$ cat src/rtl/dcc_consts.svh
// Purpose: constants of the drift calibration control block
// Assumes: 32-bit classic Wishbone, register byte address = index * 4
// Notes: definitions only
//
// Contract
// - code 1 calibrates speed input, code 2 calibrates torque input
// - code 3 calibrates first current phase, code 4 the second phase
// - code 5 runs speed, torque and both current calibrations together
// - code 6 calibrates power stage thermistor; code 0 starts nothing
// - calibration codes act only while parameter mode setting equals 20
// - offsets written by hand only while parameter mode setting is 22
// - mode 20 then code; results stored in offsets, range 0 to 32767
// - parameter mode setting 10 refuses any change of offset parameters
`ifndef DCC_CONSTS_SVH
`define DCC_CONSTS_SVH

// register indices; byte address is index * 4
`define DCC_IDX_CMD 12'h40A
`define DCC_IDX_SPD_A 12'h40B
`define DCC_IDX_SPD_B 12'h40C
`define DCC_IDX_TRQ_A 12'h40D
`define DCC_IDX_TRQ_B 12'h40E
`define DCC_IDX_CV_A 12'h40F
`define DCC_IDX_CV_B 12'h410
`define DCC_IDX_CW_A 12'h411
`define DCC_IDX_CW_B 12'h412
`define DCC_IDX_THERM 12'h413
`define DCC_IDX_MODE 12'h208
`define DCC_IDX_STAT 12'h420

`define DCC_RST_CMD 16'h0000
`define DCC_RST_MODE 16'h0000
`define DCC_RST_OFS 16'h0000

`define DCC_MODE_LOCK 16'h000A
`define DCC_MODE_AUTO 16'h0014
`define DCC_MODE_MANUAL 16'h0016

`define DCC_CODE_NONE 3'h0
`define DCC_CODE_SPD 3'h1
`define DCC_CODE_TRQ 3'h2
`define DCC_CODE_CV 3'h3
`define DCC_CODE_CW 3'h4
`define DCC_CODE_ALL 3'h5
`define DCC_CODE_THERM 3'h6

// status fields
`define DCC_ST_BUSY 0
`define DCC_ST_REFUSED 1
`define DCC_ST_CODE_LO 4
`define DCC_ST_CODE_HI 6
`define DCC_ST_MODE_OK 8

`define DCC_OFS_MAX 16'h7FFF
`endif

$ cat src/rtl/dcc_pkg.sv
// Purpose: shared types of the drift calibration control block
// Assumes: nothing beyond the constants header
// Notes: channel numbering matches meas_chan_o
package dcc_pkg;
  typedef enum logic [2:0] {
    DCC_CH_SPD,
    DCC_CH_TRQ,
    DCC_CH_CV,
    DCC_CH_CW,
    DCC_CH_THERM
  } dcc_chan_e;
  typedef logic [2:0] dcc_code_t;
endpackage : dcc_pkg

$ cat src/rtl/dcc_cal_engine.sv
// Purpose: sequences the measurements of one calibration request
// Assumes: front end answers each meas_req_o with one meas_ack_i pulse
// Notes: req stays high until ack, then drops one cycle before the next
`timescale 1ns/100ps
`include "dcc_consts.svh"
module dcc_cal_engine #(
  parameter int DW = 16
) (
  input wire logic clk_i,
  input wire logic rst_i,
  input wire logic start_i,
  input wire dcc_pkg::dcc_code_t code_i,
  input wire logic meas_ack_i,
  input wire logic [DW-1:0] meas_a_i,
  input wire logic [DW-1:0] meas_b_i,
  output logic busy_o,
  output logic meas_req_o,
  output dcc_pkg::dcc_chan_e meas_chan_o,
  output logic res_valid_o,
  output dcc_pkg::dcc_chan_e res_chan_o,
  output logic [DW-1:0] res_a_o,
  output logic [DW-1:0] res_b_o,
  output logic done_o
);
  typedef enum logic [1:0] {ST_IDLE, ST_MEAS, ST_GAP} dcc_eng_e;
  dcc_eng_e st_q;
  dcc_pkg::dcc_chan_e last_q;
  dcc_pkg::dcc_chan_e first_w;
  dcc_pkg::dcc_chan_e last_w;
  wire logic at_last_w = (meas_chan_o == last_q);

  // code 0 never reaches here; the top filters it out
  assign first_w = (code_i == `DCC_CODE_TRQ) ? dcc_pkg::DCC_CH_TRQ :
                   (code_i == `DCC_CODE_CV) ? dcc_pkg::DCC_CH_CV :
                   (code_i == `DCC_CODE_CW) ? dcc_pkg::DCC_CH_CW :
                   (code_i == `DCC_CODE_THERM) ? dcc_pkg::DCC_CH_THERM :
                   dcc_pkg::DCC_CH_SPD;
  assign last_w = (code_i == `DCC_CODE_ALL) ? dcc_pkg::DCC_CH_CW : first_w;

  always_ff @(posedge clk_i) begin
    res_valid_o <= 1'b0;
    done_o <= 1'b0;
    if (rst_i) begin
      st_q <= ST_IDLE;
      last_q <= dcc_pkg::DCC_CH_SPD;
      meas_chan_o <= dcc_pkg::DCC_CH_SPD;
      res_chan_o <= dcc_pkg::DCC_CH_SPD;
      res_a_o <= '0;
      res_b_o <= '0;
      meas_req_o <= 1'b0;
      busy_o <= 1'b0;
    end else begin
      unique case (st_q)
        ST_IDLE: begin
          if (start_i) begin
            st_q <= ST_MEAS;
            meas_chan_o <= first_w;
            last_q <= last_w;
            meas_req_o <= 1'b1;
            busy_o <= 1'b1;
          end
        end
        ST_MEAS: begin
          if (meas_ack_i) begin
            meas_req_o <= 1'b0;
            res_valid_o <= 1'b1;
            res_chan_o <= meas_chan_o;
            res_a_o <= meas_a_i;
            res_b_o <= meas_b_i;
            if (at_last_w) begin
              st_q <= ST_IDLE;
              busy_o <= 1'b0;
              done_o <= 1'b1;
            end else begin
              st_q <= ST_GAP;
            end
          end
        end
        ST_GAP: begin
          // walk speed, torque, V, W in order for the combined run
          st_q <= ST_MEAS;
          meas_chan_o <= dcc_pkg::dcc_chan_e'(meas_chan_o + 3'h1);
          meas_req_o <= 1'b1;
        end
      endcase
    end
  end
endmodule : dcc_cal_engine

$ cat src/rtl/dcc_top.sv
// Purpose: calibration command and offset parameter registers
// Assumes: classic Wishbone slave, 32-bit data, one wait state
// Notes: analog measurement lives outside, behind the meas_* ports
//
// Our own choice: the Wishbone interface to the registers.
`timescale 1ns/100ps
`include "dcc_consts.svh"
module dcc_top #(
  parameter int AW = 16,
  parameter int DW = 16,
  parameter logic [15:0] OFS_INIT = `DCC_RST_OFS
) (
  input wire logic clk_i,
  input wire logic rst_i,
  input wire logic wb_cyc_i,
  input wire logic wb_stb_i,
  input wire logic wb_we_i,
  input wire logic [AW-1:0] wb_adr_i,
  input wire logic [3:0] wb_sel_i,
  input wire logic [31:0] wb_dat_i,
  output logic [31:0] wb_dat_o,
  output logic wb_ack_o,
  input wire logic meas_ack_i,
  input wire logic [DW-1:0] meas_a_i,
  input wire logic [DW-1:0] meas_b_i,
  output logic meas_req_o,
  output dcc_pkg::dcc_chan_e meas_chan_o,
  output logic cal_busy_o,
  output logic cal_done_o
);
  // merge byte lanes 0 and 1 into a 16-bit register
  function automatic logic [15:0] merge16(
    input logic [15:0] old_v,
    input logic [31:0] dat,
    input logic [3:0] sel
  );
    logic [15:0] r;
    r = old_v;
    if (sel[0]) begin
      r[7:0] = dat[7:0];
    end
    if (sel[1]) begin
      r[15:8] = dat[15:8];
    end
    return r;
  endfunction : merge16

  // offsets never leave 0..32767
  function automatic logic [15:0] clamp_ofs(
    input logic [15:0] v
  );
    return v & `DCC_OFS_MAX;
  endfunction : clamp_ofs

  function automatic logic [31:0] zx(
    input logic [15:0] v
  );
    return {16'h0000, v};
  endfunction : zx

  // bus handshake
  wire logic req_w = wb_cyc_i & wb_stb_i & ~wb_ack_o;
  wire logic wr_w = req_w & wb_we_i;
  wire logic [AW-3:0] idx_w = wb_adr_i[AW-1:2];
  wire logic [11:0] ix_w = 12'(idx_w);

  wire logic hit_cmd_w = (ix_w == `DCC_IDX_CMD);
  wire logic hit_spa_w = (ix_w == `DCC_IDX_SPD_A);
  wire logic hit_spb_w = (ix_w == `DCC_IDX_SPD_B);
  wire logic hit_tqa_w = (ix_w == `DCC_IDX_TRQ_A);
  wire logic hit_tqb_w = (ix_w == `DCC_IDX_TRQ_B);
  wire logic hit_cva_w = (ix_w == `DCC_IDX_CV_A);
  wire logic hit_cvb_w = (ix_w == `DCC_IDX_CV_B);
  wire logic hit_cwa_w = (ix_w == `DCC_IDX_CW_A);
  wire logic hit_cwb_w = (ix_w == `DCC_IDX_CW_B);
  wire logic hit_th_w = (ix_w == `DCC_IDX_THERM);
  wire logic hit_mode_w = (ix_w == `DCC_IDX_MODE);
  wire logic hit_stat_w = (ix_w == `DCC_IDX_STAT);
  wire logic hit_ofs_w = hit_spa_w | hit_spb_w | hit_tqa_w | hit_tqb_w
                       | hit_cva_w | hit_cvb_w | hit_cwa_w | hit_cwb_w
                       | hit_th_w;
  wire logic hit_any_w = hit_cmd_w | hit_ofs_w | hit_mode_w | hit_stat_w;

  // registers
  logic [15:0] mode_q;
  logic [15:0] mode_d;
  dcc_pkg::dcc_code_t cmd_q;
  dcc_pkg::dcc_code_t cmd_d;
  logic [15:0] spa_q;
  logic [15:0] spb_q;
  logic [15:0] tqa_q;
  logic [15:0] tqb_q;
  logic [15:0] cva_q;
  logic [15:0] cvb_q;
  logic [15:0] cwa_q;
  logic [15:0] cwb_q;
  logic [15:0] th_q;
  logic refused_q;
  logic refused_d;
  logic [31:0] rd_d;

  // mode decode
  wire logic mode_auto_w = (mode_q == `DCC_MODE_AUTO);
  wire logic mode_man_w = (mode_q == `DCC_MODE_MANUAL);
  wire logic mode_lock_w = (mode_q == `DCC_MODE_LOCK);

  // engine hookup
  logic eng_busy;
  logic eng_valid;
  logic eng_done;
  dcc_pkg::dcc_chan_e eng_chan;
  logic [DW-1:0] eng_a;
  logic [DW-1:0] eng_b;

  // command write: code must be 0..6 and the engine idle
  wire dcc_pkg::dcc_code_t wcode_w = wb_dat_i[2:0];
  wire logic code_range_w = (wb_dat_i[15:3] == 13'h0000)
                          & (wcode_w <= `DCC_CODE_THERM);
  wire logic cmd_wr_w = wr_w & hit_cmd_w & wb_sel_i[0];
  wire logic cmd_ok_w = cmd_wr_w & mode_auto_w & code_range_w & ~eng_busy;
  wire logic start_w = cmd_ok_w & (wcode_w != `DCC_CODE_NONE);
  wire logic cmd_bad_w = cmd_wr_w & ~cmd_ok_w;

  // manual offset write: only mode 22, never under the lock mode
  wire logic ofs_wr_w = wr_w & hit_ofs_w;
  wire logic ofs_ok_w = mode_man_w & ~mode_lock_w;
  wire logic ofs_bad_w = ofs_wr_w & ~ofs_ok_w;

  // results are dropped if the block was locked mid-run
  wire logic res_ok_w = eng_valid & ~mode_lock_w;
  wire logic res_sp_w = res_ok_w & (eng_chan == dcc_pkg::DCC_CH_SPD);
  wire logic res_tq_w = res_ok_w & (eng_chan == dcc_pkg::DCC_CH_TRQ);
  wire logic res_cv_w = res_ok_w & (eng_chan == dcc_pkg::DCC_CH_CV);
  wire logic res_cw_w = res_ok_w & (eng_chan == dcc_pkg::DCC_CH_CW);
  wire logic res_th_w = res_ok_w & (eng_chan == dcc_pkg::DCC_CH_THERM);
  wire logic [15:0] ra_w = clamp_ofs(16'(eng_a));
  wire logic [15:0] rb_w = clamp_ofs(16'(eng_b));

  // per register next value: result wins over a same-cycle manual write
  function automatic logic [15:0] ofs_next(
    input logic [15:0] cur,
    input logic res_hit,
    input logic [15:0] res_v,
    input logic bus_hit,
    input logic [31:0] dat,
    input logic [3:0] sel
  );
    logic [15:0] r;
    r = cur;
    if (res_hit) begin
      r = res_v;
    end else if (bus_hit) begin
      r = clamp_ofs(merge16(cur, dat, sel));
    end
    return r;
  endfunction : ofs_next

  wire logic mw_w = wr_w & ofs_ok_w;
  wire logic [15:0] spa_d = ofs_next(spa_q, res_sp_w, ra_w, mw_w & hit_spa_w,
                                     wb_dat_i, wb_sel_i);
  wire logic [15:0] spb_d = ofs_next(spb_q, res_sp_w, rb_w, mw_w & hit_spb_w,
                                     wb_dat_i, wb_sel_i);
  wire logic [15:0] tqa_d = ofs_next(tqa_q, res_tq_w, ra_w, mw_w & hit_tqa_w,
                                     wb_dat_i, wb_sel_i);
  wire logic [15:0] tqb_d = ofs_next(tqb_q, res_tq_w, rb_w, mw_w & hit_tqb_w,
                                     wb_dat_i, wb_sel_i);
  wire logic [15:0] cva_d = ofs_next(cva_q, res_cv_w, ra_w, mw_w & hit_cva_w,
                                     wb_dat_i, wb_sel_i);
  wire logic [15:0] cvb_d = ofs_next(cvb_q, res_cv_w, rb_w, mw_w & hit_cvb_w,
                                     wb_dat_i, wb_sel_i);
  wire logic [15:0] cwa_d = ofs_next(cwa_q, res_cw_w, ra_w, mw_w & hit_cwa_w,
                                     wb_dat_i, wb_sel_i);
  wire logic [15:0] cwb_d = ofs_next(cwb_q, res_cw_w, rb_w, mw_w & hit_cwb_w,
                                     wb_dat_i, wb_sel_i);
  wire logic [15:0] th_d = ofs_next(th_q, res_th_w, ra_w, mw_w & hit_th_w,
                                    wb_dat_i, wb_sel_i);

  // mode register takes any value
  assign mode_d = (wr_w & hit_mode_w) ? merge16(mode_q, wb_dat_i, wb_sel_i) : mode_q;

  // done clears the command even if a refused write lands alongside;
  // a code taken in the very cycle the last run ends wins over that clear
  assign cmd_d = cmd_ok_w ? wcode_w :
                 eng_done ? `DCC_CODE_NONE : cmd_q;
  // a new refusal beats a clear in the same cycle
  wire logic stat_clr_w = wr_w & hit_stat_w & wb_sel_i[0] & wb_dat_i[`DCC_ST_REFUSED];
  assign refused_d = (cmd_bad_w | ofs_bad_w) ? 1'b1 :
                     stat_clr_w ? 1'b0 : refused_q;

  // status word
  wire logic [15:0] stat_w = {
    7'h00,
    mode_auto_w,
    1'b0,
    cmd_q,
    2'b00,
    refused_q,
    eng_busy
  };

  // read selection; unmapped reads give zero
  assign rd_d = hit_cmd_w ? zx({13'h0000, cmd_q}) :
                hit_spa_w ? zx(spa_q) :
                hit_spb_w ? zx(spb_q) :
                hit_tqa_w ? zx(tqa_q) :
                hit_tqb_w ? zx(tqb_q) :
                hit_cva_w ? zx(cva_q) :
                hit_cvb_w ? zx(cvb_q) :
                hit_cwa_w ? zx(cwa_q) :
                hit_cwb_w ? zx(cwb_q) :
                hit_th_w ? zx(th_q) :
                hit_mode_w ? zx(mode_q) :
                hit_stat_w ? zx(stat_w) :
                32'h00000000;

  // bus answer: ack one cycle after the request, every address acked
  always_ff @(posedge clk_i) begin
    if (rst_i) begin
      wb_ack_o <= 1'b0;
    end else begin
      wb_ack_o <= req_w;
    end
  end

  // data only in the ack cycle of a mapped read, zero otherwise
  always_ff @(posedge clk_i) begin
    if (rst_i) begin
      wb_dat_o <= 32'h00000000;
    end else begin
      wb_dat_o <= (req_w & ~wb_we_i & hit_any_w) ? rd_d : 32'h00000000;
    end
  end

  // control registers
  always_ff @(posedge clk_i) begin
    if (rst_i) begin
      mode_q <= `DCC_RST_MODE;
    end else begin
      mode_q <= mode_d;
    end
  end

  always_ff @(posedge clk_i) begin
    if (rst_i) begin
      cmd_q <= `DCC_CODE_NONE;
    end else begin
      cmd_q <= cmd_d;
    end
  end

  always_ff @(posedge clk_i) begin
    if (rst_i) begin
      refused_q <= 1'b0;
    end else begin
      refused_q <= refused_d;
    end
  end

  // offset parameters; reset value stands in for the factory setting
  always_ff @(posedge clk_i) begin
    if (rst_i) begin
      spa_q <= OFS_INIT;
    end else begin
      spa_q <= spa_d;
    end
  end

  always_ff @(posedge clk_i) begin
    if (rst_i) begin
      spb_q <= OFS_INIT;
    end else begin
      spb_q <= spb_d;
    end
  end

  always_ff @(posedge clk_i) begin
    if (rst_i) begin
      tqa_q <= OFS_INIT;
    end else begin
      tqa_q <= tqa_d;
    end
  end

  always_ff @(posedge clk_i) begin
    if (rst_i) begin
      tqb_q <= OFS_INIT;
    end else begin
      tqb_q <= tqb_d;
    end
  end

  always_ff @(posedge clk_i) begin
    if (rst_i) begin
      cva_q <= OFS_INIT;
    end else begin
      cva_q <= cva_d;
    end
  end

  always_ff @(posedge clk_i) begin
    if (rst_i) begin
      cvb_q <= OFS_INIT;
    end else begin
      cvb_q <= cvb_d;
    end
  end

  always_ff @(posedge clk_i) begin
    if (rst_i) begin
      cwa_q <= OFS_INIT;
    end else begin
      cwa_q <= cwa_d;
    end
  end

  always_ff @(posedge clk_i) begin
    if (rst_i) begin
      cwb_q <= OFS_INIT;
    end else begin
      cwb_q <= cwb_d;
    end
  end

  // thermistor keeps only the a value; no b half exists for it
  always_ff @(posedge clk_i) begin
    if (rst_i) begin
      th_q <= OFS_INIT;
    end else begin
      th_q <= th_d;
    end
  end

  // servo-off, wiring and standstill are the operator's duty; nothing checks them
  dcc_cal_engine #(
    .DW(DW)
  ) u_eng (
    .clk_i(clk_i),
    .rst_i(rst_i),
    .start_i(start_w),
    .code_i(wcode_w),
    .meas_ack_i(meas_ack_i),
    .meas_a_i(meas_a_i),
    .meas_b_i(meas_b_i),
    .busy_o(eng_busy),
    .meas_req_o(meas_req_o),
    .meas_chan_o(meas_chan_o),
    .res_valid_o(eng_valid),
    .res_chan_o(eng_chan),
    .res_a_o(eng_a),
    .res_b_o(eng_b),
    .done_o(eng_done)
  );

  assign cal_busy_o = eng_busy;
  assign cal_done_o = eng_done;
endmodule : dcc_top

$ cat config.mk
export PLATFORM = sky130hd
export DESIGN_NAME = dcc_top
export DESIGN_NICKNAME = d
export VERILOG_FILES = /design/src/rtl/dcc_pkg.sv /design/src/rtl/dcc_cal_engine.sv /design/src/rtl/dcc_top.sv
export VERILOG_INCLUDE_DIRS = /design/src /design/src/rtl
export SDC_FILE = /design/constraint.sdc
export NUM_CORES = 1
export LEC_CHECK = 0
export ABC_AREA = 1
export BUFFER_PORTS_ARGS = -buffer_cell sky130_fd_sc_hd__buf_2
export CORE_ASPECT_RATIO = 2
export CORE_MARGIN = 1
export CORE_UTILIZATION = 50
export CTS_CLUSTER_SIZE = 24
export DETAILED_ROUTE_END_ITERATION = 16
export PLACE_DENSITY = 0.78
export SYNTH_ARGS = -nofsm -noshare
export SYNTH_HDL_FRONTEND = slang
export SYNTH_SLANG_ARGS = --single-unit
$ cat constraint.sdc
create_clock -name clk_i -period 5.2 [get_ports clk_i]
set_input_delay 0.26 -clock clk_i [delete_from_list [all_inputs] [get_ports clk_i]]
set_output_delay 0.26 -clock clk_i [all_outputs]
set_load 0.02 [all_outputs]
==> key figures, run 1 <==
Run status
  • Outcome: finished, final reports clean

GRT
  • Largest net degree at the start of global routing: 89
  • Number of global-route vias before repair: 10460
  • Remaining Overflow, GRT: 0
  • First-pass GRT wire length: 52.81 mm
  • Initial antenna violation count: 0
  • Global-route usage over all layers: 0.2998

CTS
  • # clock sinks: 216
  • Clock-pin slew on the worst setup and hold paths: 0.07 ns
  • Post-CTS Hold Buffers: 26
  • Root buf cell: clkbuf_16
  • Max H-tree Level: 1
  • Setup Buffers After CTS: 0
  • PostCTS Resize Cnt: 0
  • CTS Buffer Depth: 3
  • Clock buffer count from CTS: 20
  • CTS tree: built
  • Worst-Skew Late Latency: 0.52 ns

STA
  • Highest Clock Rate: 340.0 MHz
  • Sum Neg Setup Slack: 0 ns
  • Period utilization: 0.5656
  • Post-route setup slack: 2.259 ns
  • Final hold violations: 0
  • Min Tclk post-route: 2.941 ns
  • Slew headroom: 0.1697
  • Slew @ Worst Pin: 1.241 ns
  • Final Hold Slack: 0.008376 ns
  • Pins over their slew limit: 0
  • Clock skew: 0.01379 ns
  • Final Setup Violations: 0
  • RSZ-0062 raised after global routing: false

Placement
  • DP Area: 11270 um2
  • I/O Buffers: 88
  • Dpl ws: 2.313 ns
  • HPWL Detailed: 23.96 mm
  • RD Place Congestion: 0.9369

Final layout
  • NumNets Final: 1656
  • Area of the multi-input gates: 5411 um2
  • Antenna cells: 0
  • Fillcell total: 2042
  • Layout cells sized above 1: 0.1343
  • Largest registers: mode_q (16), wb_dat_o (16)
  • Synthesis-to-finish area growth: 12.38%
  • Final instance area: 12240 um2
  • Register Area: 4324 um2

Detailed routing
  • Drt pass-1 iters: 5
  • DR vias/cell: 5.817
  • WL/cell: 17.94 um
  • Starting DRC count in detailed routing: 854
  • Post-route ant nets: 0
  • Detailed-route via count: 10770
  • Residual DRC: 0
  • Wirelength, routed: 33.21 mm

Power
  • Pwr dens: 281.4 nW/um2
  • Leakage: 4.846 nW
  • Power after layout: 3.444 mW
  • Worst ir drop on vdd: 255.1 uV

Worst setup path
  • WS Path Type: flip-flop to flip-flop
  • Startpoint Class: flip-flop
  • CP endpoint kind: flip-flop
  • Critical Path RT: 5.64 ns
  • Worst EP arrival: 3.39 ns
  • Critical Path Fanout Max: 38

Yosys
  • Yosys cell types: 52
  • EDFF count, synth: 0
  • Synth Flop Type: dfxtp_1
  • Post-synthesis register bit count: 216
  • Synth async-reset ratio: 0
  • Most frequent cell after synthesis: nand2_1
  • Yosys top cell area share: 0.3970
  • Most frequent cells after synthesis: nand2_1 (313), o21ai_0 (246), dfxtp_1 (216)
  • Yosys warns: 0
  • Sequential-to-total area share from yosys stat: 0.3970
  • Syn Inst Count: 1497
  • Post-Syn Area: 10890 um2
  • Synth top area cells: dfxtp_1 (40%), o21ai_0 (11%), nand2_1 (11%), a31oi_1 (5.5%), inv_1 (5.3%)
  • Biggest area consumer among synthesized cells: dfxtp_1
  • Avg Inst Size Synth: 7.277 um2

Floorplanning
  • Starting density of the core: 0.5069
  • Io pins: 129
  • Cell Rows: 76
  • Die Footprint: 22420 um2
  • Vert. Die Dim: 210.7 um
  • Die X: 106.4 um
  • Core area: 21490 um2

Worst hold path
  • Hold Crit Class: primary input to flip-flop

Flow run
  • MaxCap Viol Count: 0
## power by group
group | internal (mW) | switching (mW) | leakage (nW) | total [mW]
registers | 1.65 | 0.000207 | 1.74 | 1.65
logic | 0.0533 | 0.111 | 2.75 | 0.164
clock network | 0.955 | 0.672 | 0.358 | 1.63
total | 2.66 | 0.782 | 4.85 | 3.44
## area by class of cell
cell class                      instances  share of cell area
Clock buffer                           27             0.04886
Inverter                              174             0.05458
Clock inverter                          8            0.009403
Tap cell                              273             0.02790
Multi-Input combinational cell       1028              0.4420
Timing Repair Buffer                  125             0.06398
Sequential cell                       216              0.3532
## critical path, stage by stage (launching register included)
cell and delay, ns:
dfxtp_1 0.40, nor2_1 0.08, nand3_1 0.10, nor2_2 0.11, nand3_1 0.10, nand2_2 0.09, inv_2 0.12, nand4_2 0.77
inv_1 0.77, nand2_1 0.13, a31oi_1 0.19
## through the flow
| step | instances | util |
|---|---|---|
| after floorplan | 1512 | - |
| after global routing | 1851 | 0.5696 |
| final | 1851 | 0.5696 |
| after detailed placement | 1790 | 0.5243 |
| after CTS | 1851 | 0.5696 |
| after global placement | 1790 | 0.5243 |
## cell usage in the layout, fill, tap and decap left out, types with 6 or more instances in the layout
master and n:
conb_1 16, clkbuf_16 21, a221oi_1 9, inv_2 17, nor3_1 22, clkinv_2 6, a21oi_1 102, nor2_1 60
buf_4 11, o21ai_1 28, nand3_1 36, o31ai_4 11, o21ai_0 246, nand4_1 6, dfxtp_1 216, a31oi_1 95
dlygate4sd3_1 26, nand2_1 313, o211ai_1 8, nand2_2 7, buf_2 88, inv_1 155, o221ai_1 7, nor2_2 7
## cell families after synthesis
logic type      synth area share
fa+ha+maj               0.001148
xor+xnor                0.003217
simple gates              0.2018
compound gates            0.2843
other cells            0.0003443
buf+inv                   0.1122
flops                     0.3970
## path summary, 6_finish.rpt
kind                                from  slack [ns]  cells past startpoint                       to
setup / recovery  mode_q[8]$_SDFFE_PP0P_        2.26                     10   cwa_q[12]$_SDFFE_PP0P_
hold / removal              wb_dat_i[15]       0.008                      3  mode_q[15]$_SDFFE_PP0P_
setup reg to reg  mode_q[8]$_SDFFE_PP0P_        2.26                     10   cwa_q[12]$_SDFFE_PP0P_
hold reg to reg    tqa_q[7]$_SDFFE_PP0P_        0.45                      2    tqa_q[7]$_SDFFE_PP0P_
## per-layer routing
metal,part of all wire,wire (um),global-route usage,up-vias
li1,-,-,-,5190
met1,0.36,11890,0.3195,4923
met2,0.49,16340,0.5159,500
met3,0.072,2389,0.04782,155
met4,0.078,2585,0.2428,0
met5,0,0,0,-
(Power assumes the default switching activity.)
==> run 2: changes to the inputs <==
==> constraint.sdc (replaced) <==
create_clock -name clk_i -period 3 [get_ports clk_i]
set_input_delay 0.15 -clock clk_i [delete_from_list [all_inputs] [get_ports clk_i]]
set_output_delay 0.15 -clock clk_i [all_outputs]
set_load 0.02 [all_outputs]
==> key figures, run 2 (synthesis results as in run 1) <==
STA
  • Slew headroom: 0.4431 (+0.2734)
  • Final Setup Violations: 0 (unchanged)
  • Period utilization: 0.7991 (+0.2335)
  • Slew @ Worst Pin: 0.8308 ns (-0.4101 ns)
  • Sum Neg Setup Slack: 0 ns (unchanged)
  • Final hold violations: 0 (unchanged)
  • RSZ-0062 raised after global routing: false
  • Min Tclk post-route: 2.397 ns (-0.5437 ns)
  • Clock skew: 0.01667 ns (+0.002877 ns)
  • Pins over their slew limit: 0 (unchanged)
  • Highest Clock Rate: 417.1 MHz (+23%)
  • Post-route setup slack: 0.6026 ns (-1.656 ns)

Floorplanning
  • Die Footprint: 22420 um2 (unchanged)
  • Core area: 21490 um2 (unchanged)
  • Io pins: 129 (unchanged)
  • Cell Rows: 76 (unchanged)
  • Starting density of the core: 0.5069 (unchanged)
  • Die X: 106.4 um (unchanged)
  • Vert. Die Dim: 210.7 um (unchanged)

Final layout
  • Layout cells sized above 1: 0.1413 (+0.006924)
  • Final instance area: 12600 um2 (+2.9%)
  • Commonest non-fill, non-tap cell in the layout: nand2_1
  • Synthesis-to-finish area growth: 15.66%
  • Largest registers: mode_q (16), wb_dat_o (16)
  • Antenna cells: 0 (unchanged)
  • NumNets Final: 1698 (+2.5%)
  • Non-Filler Instances: 1894 (+2.3%)
  • Most frequent cells in the layout: nand2_1 (313), o21ai_0 (246), dfxtp_1 (216)

Detailed routing
  • Wirelength, routed: 33.86 mm (+2.0%)
  • Post-route ant nets: 0 (unchanged)
  • Starting DRC count in detailed routing: 796 (-6.8%)
  • Drt pass-1 iters: 5 (unchanged)
  • Detailed-route via count: 10920 (+1.4%)
  • DR vias/cell: 5.767 (-0.86%)
  • Residual DRC: 0 (unchanged)
  • WL/cell: 17.88 um (-0.35%)

Power
  • Pwr dens: 469.1 nW/um2 (+67%)
  • Worst ir drop on vdd: 306.5 uV (+20%)
  • Leakage: 5.017 nW (+3.5%)
  • Power after layout: 5.910 mW (+72%)

Placement
  • HPWL Detailed: 24.61 mm (+2.7%)
  • Dpl ws: 0.01497 ns (-2.298 ns)
  • # placed instances: 1809 (+1.1%)
  • RD Place Congestion: 0.9802 (+4.6%)
  • DP Area: 11420 um2 (+1.4%)
  • I/O Buffers: 88 (unchanged)

CTS
  • Max H-tree Level: 1 (unchanged)
  • Root buf cell: clkbuf_16
  • Clock-pin slew on the worst setup and hold paths: 0.07 ns (about the same)
  • CTS Buffer Depth: 3 (unchanged)
  • Worst-Skew Late Latency: 0.52 ns (about the same)
  • PostCTS Resize Cnt: 0 (unchanged)
  • CTS tree: built
  • # clock sinks: 216 (unchanged)
  • Clock buffer count from CTS: 20 (unchanged)

Flow run
  • MaxCap Viol Count: 0 (unchanged)

Worst setup path
  • Max incr delay on CP: 0.35 ns (-0.42 ns)
  • Worst path most repeated cell: inv_1
  • Critical Path Fanout Max: 13 (-66%)
  • CP endpoint kind: flip-flop
  • Worst EP arrival: 2.78 ns (-0.61 ns)
  • Critical path, cell by cell: nor3_2, nand2_1, inv_1, nand4_4, buf_4, bufinv_8, a31oi_4, inv_1, o21ai_0, a31oi_1
  • Critical Path RT: 3.38 ns (-2.26 ns)
  • Startpoint Class: flip-flop
  • Slowest stage cell, crit path: dfxtp_1
  • WS Path Type: flip-flop to flip-flop

Worst hold path
  • Hold Crit Class: primary input to flip-flop

GRT
  • Remaining Overflow, GRT: 0 (unchanged)
  • Global-route usage over all layers: 0.2995 (-0.0003647)
  • First-pass GRT wire length: 52.76 mm (about the same)
  • Number of global-route vias before repair: 10380 (-0.79%)
  • Largest net degree at the start of global routing: 109 (+22%)
  • Initial antenna violation count: 0 (unchanged)

Run status
  • Outcome: finished, final reports clean
[run 2: cell type report]
class / count / area [um2]
Clock buffer: 32 / 616.8
Clock inverter: 4 / 70.07
Fill cell: 2053 / 8892
Inverter: 174 / 668.1
Multi-Input combinational cell: 1029 / 5421
Sequential cell: 216 / 4324
Tap cell: 273 / 341.6
Timing Repair Buffer: 166 / 1156
[run 2: where the power goes]
| part | switching (mW) | internal, mW | total [mW] |
|---|---|---|---|
| clock | 1.15 | 1.58 | 2.73 |
| combinational | 0.197 | 0.113 | 0.311 |
| sequential | 0.000410 | 2.87 | 2.87 |
[run 2: per-stage QoR]
stage / hold WS, ns / utilization
2_1_floorplan: 0.2531 / -
3_3_place_gp: 0.3403 / 0.5316
3_5_place_dp: 0.3409 / 0.5316
4_1_cts: 0.0006236 / 0.5854
5_1_grt: 0.02618 / 0.5862
6_report: 0.02247 / 0.5862
[run 2: path summary, 6_finish.rpt]
check | slack [ns] | end | start | depth (start not counted)
worst max-delay path | 0.60 | spa_q[10]$_SDFFE_PP0P_ | wb_ack_o$_SDFF_PP0_ | 10
worst min-delay path | 0.02 | th_q[3]$_SDFFE_PP0P_ | wb_dat_i[3] | 3
worst max register to register | 0.60 | spa_q[10]$_SDFFE_PP0P_ | wb_ack_o$_SDFF_PP0_ | 10
worst min register to register | 0.45 | cwb_q[6]$_SDFFE_PP0P_ | cwb_q[6]$_SDFFE_PP0P_ | 2
[run 2: timing repair]
| item | in CTS | in global routing |
|---|---|---|
| hold buffers | 47 | 0 |
| hold endpoints to repair | 66 | 0 |
| endpoints found under the setup margin | 0 | 17 |
| setup buffers | 0 | 1 |
[run 2: critical path: cells and delay by family, from the launching register on]
kind	cells	cell delay [ns]
buf+inv	4	0.97
flops	1	0.35
simple gates	3	0.42
compound gates	3	0.49
[run 2: layer usage]
layer	up-vias	GRT usage	wire [um]
met4	0	0.2050	2133
met1	4994	0.3282	12240
met2	522	0.5338	17360
met3	126	0.03209	2130
li1	5281	-	-
met5	-	0	0
==> run 3: changes to the inputs <==
--- a/config.mk
+++ b/config.mk
@@ -6,7 +6,7 @@
 export SDC_FILE = /design/constraint.sdc
 export NUM_CORES = 1
 export LEC_CHECK = 0
-export ABC_AREA = 1
+export ABC_AREA = 0
 export BUFFER_PORTS_ARGS = -buffer_cell sky130_fd_sc_hd__buf_2
 export CORE_ASPECT_RATIO = 2
 export CORE_MARGIN = 1
==> constraint.sdc (replaced) <==
create_clock -name clk_i -period 2.3 [get_ports clk_i]
set_input_delay 0.115 -clock clk_i [delete_from_list [all_inputs] [get_ports clk_i]]
set_output_delay 0.115 -clock clk_i [all_outputs]
set_load 0.02 [all_outputs]
==> key figures, run 3 <==
CTS
  • Clock buffer count from CTS: 21 (+5.0%)
  • CTS Buffer Depth: 3 (unchanged)
  • Root buf cell: clkbuf_16
  • Max H-tree Level: 1 (unchanged)
  • # clock sinks: 216 (unchanged)
  • Clock-pin slew on the worst setup and hold paths: 0.06 ns (about the same)
  • CTS tree: built
  • Worst-Skew Late Latency: 0.52 ns (about the same)

Final layout
  • Synthesis-to-finish area growth: 29.88%
  • NumNets Final: 1688 (-0.59%)
  • Commonest non-fill, non-tap cell in the layout: dfxtp_1
  • Largest registers: mode_q (16), wb_dat_o (16)
  • Layout cells sized above 1: 0.2601 (+0.1188)
  • Core Util, Final: 0.6652 (+0.07899)
  • Final instance area: 14740 um2 (+17%)
  • Most frequent cells in the layout: dfxtp_1 (214), nor2_1 (166), nand2_1 (165)

STA
  • Final Setup Violations: 0 (unchanged)
  • Post-route setup slack: 0.01176 ns (-0.5908 ns)
  • Highest Clock Rate: 437.0 MHz (+4.8%)
  • Min Tclk post-route: 2.288 ns (-0.1092 ns)
  • Slew headroom: 0.2999 (-0.1432)
  • RSZ-0062 raised after global routing: true
  • Slew @ Worst Pin: 1.050 ns (+0.2194 ns)
  • Clock skew: 0.01287 ns (-0.003799 ns)
  • Period utilization: 0.9949 (+0.1957)
  • Pins over their slew limit: 0 (unchanged)
  • Final hold violations: 0 (unchanged)

GRT
  • First-pass GRT wire length: 73.73 mm (+40%)
  • Global-route usage over all layers: 0.4293 (+0.1299)
  • Remaining Overflow, GRT: 0 (unchanged)
  • Initial antenna violation count: 1 (+1)
  • Largest net degree at the start of global routing: 84 (-23%)
  • Number of global-route vias before repair: 12380 (+19%)

Yosys
  • Yosys warns: 0 (unchanged)
  • Post-synthesis register bit count: 216 (unchanged)
  • Biggest area consumer among synthesized cells: dfxtp_1
  • Synth top area cells: dfxtp_1 (38%), nor2_1 (5.5%), nand2_1 (5.5%), a311oi_1 (5.1%), o221a_2 (4.8%)
  • Syn Inst Count: 1377 (-8.0%)
  • Most frequent cell after synthesis: dfxtp_1
  • Synth Flop Type: dfxtp_1
  • Post-Syn Area: 11350 um2 (+4.2%)
  • Avg Inst Size Synth: 8.242 um2 (+13%)
  • Most frequent cells after synthesis: dfxtp_1 (216), nor2_1 (167), nand2_1 (166)
  • Yosys cell types: 77 (+48%)
  • Synth async-reset ratio: 0 (unchanged)
  • Sequential-to-total area share from yosys stat: 0.3810 (-0.01597)
  • EDFF count, synth: 0 (unchanged)
  • Yosys top cell area share: 0.3810 (-0.01597)

Placement
  • I/O Buffers: 88 (unchanged)
  • DP Area: 13280 um2 (+16%)
  • HPWL Detailed: 35.65 mm (+45%)
  • RD Place Congestion: 1.053 (+7.4%)
  • Dpl ws: -0.2766 ns (-0.2916 ns)

Detailed routing
  • Drt pass-1 iters: 6 (+1)
  • Starting DRC count in detailed routing: 1101 (+38%)
  • Wirelength, routed: 50.12 mm (+48%)
  • Detailed-route via count: 12530 (+15%)
  • Top Metal Used: met4
  • Met3 wire len: 4.004 mm (+88%)
  • WL/cell: 26.55 um (+48%)
  • Met1 wire length: 15.84 mm (+29%)
  • Post-route ant nets: 0 (unchanged)
  • WL met2: 24.27 mm (+40%)
  • Residual DRC: 0 (unchanged)
  • DR vias/cell: 6.636 (+15%)

Power
  • Pwr dens: 537.5 nW/um2 (+15%)
  • Worst ir drop on vdd: 760.5 uV (+150%)
  • Leakage: 5.506 nW (+9.8%)
  • Power after layout: 7.923 mW (+34%)

Worst setup path
  • Startpoint Class: flip-flop
  • Worst EP arrival: 2.75 ns (-0.03 ns)
  • Critical Path Fanout Max: 5 (-8)
  • Critical Path RT: 2.77 ns (-0.61 ns)
  • CP endpoint kind: flip-flop
  • WS Path Type: flip-flop to flip-flop

Floorplanning
  • Vert. Die Dim: 215.1 um (+2.1%)
  • Core area: 22160 um2 (+3.1%)
  • Io pins: 129 (unchanged)
  • Die Footprint: 23340 um2 (+4.1%)
  • Die X: 108.5 um (+2.0%)
  • Cell Rows: 77 (+1.3%)
  • Starting density of the core: 0.5122 (+0.005326)

Flow run
  • MaxCap Viol Count: 0 (unchanged)

Worst hold path
  • Hold Crit Class: primary input to flip-flop

Run status
  • Outcome: finished, final reports clean
==> run 3: cell types whose count changed after synthesis, sizes merged, moves of 69 or more <==
cell / delta
o21ai: -237
inv: -166
nand2: -154
nor2: +99
a31oi: -76
nor2b: +69
==> run 3: worst paths after layout <==
kind              slack (ns)  cells past startpoint                    start                endpoint
setup / recovery        0.01                      8  mode_q[10]$_SDFFE_PP0P_  cva_q[11]$_SDFFE_PP0P_
hold / removal          0.05                      3              wb_dat_i[5]   cva_q[5]$_SDFFE_PP0P_
setup reg to reg        0.01                      8  mode_q[10]$_SDFFE_PP0P_  cva_q[11]$_SDFFE_PP0P_
hold reg to reg         0.48                      2    cvb_q[7]$_SDFFE_PP0P_   cvb_q[7]$_SDFFE_PP0P_
==> run 3: report_power, final <==
group          total, mW  switching [mW]  leakage (nW)  internal, mW
logic              0.493           0.315          3.41         0.178
clock network       3.69            1.56         0.354          2.13
registers           3.74        0.000587          1.74          3.74
==> run 3: area by class of cell <==
cell class	count	area [um2]
Inverter	6	22.52
Antenna cell	1	2.502
Fill cell	1846	7418
Clock inverter	9	130.1
Timing Repair Buffer	324	2684
Multi-Input combinational cell	1028	6648
Tap cell	276	345.3
Sequential cell	216	4327
Clock buffer	28	581.8
==> run 3: cell families (layout without fill, tap and decap cells) <==
logic type,after synthesis,count (layout),synth area share
AO/OA/AOI/OAI,383,383,0.2787
XOR/XNOR,5,5,0.003858
flip-flops,216,216,0.3810
buffers and inverters,148,367,0.05722
AND/OR/NAND/NOR,590,590,0.2483
other,1,17,0.0003304
adder cells (fa/ha/maj),1,1,0.001102
multiplexers,33,33,0.02954
==> run 3: through the flow <==
| step | setup TNS [ns] | hold WS, ns | cells |
|---|---|---|---|
| floorplan | 0 | 0.2037 | 1392 |
| global placement | -0.9826 | 0.3307 | 1799 |
| detailed placement | -1.901 | 0.3338 | 1799 |
| CTS | -0.1014 | 0.01220 | 1883 |
| global route | -0.7145 | 0.03002 | 1888 |
| finish | 0 | 0.05162 | 1888 |
==> run 3: critical path, cell delays in order, from the launching register on <==
cell and delay, ns:
dfxtp_2 0.34, nor4b_4 0.29, nand4_1 0.15, or2_1 0.24, or3_4 0.40, buf_12 0.17
o32ai_4 0.29, buf_6 0.17, o221a_4 0.18
==> run 3: repair_timing <==
item | 4_1_cts | 5_1_grt
hold buffers | 44 | 0
cloned | 1 | 1
resized for setup | 9 | 29
setup endpoints to repair | 84 | 83
endpoints found under the hold margin | 49 | 0
pin swaps | 6 | 15
setup buffers | 2 | 4
==> run 3: per-layer routing <==
metal  vias to the layer above  global-route usage
met4                         0              0.4180
met1                      5912              0.4272
li1                       5497                   -
met3                       328             0.08766
met2                       792              0.7152
met5                         -                   0
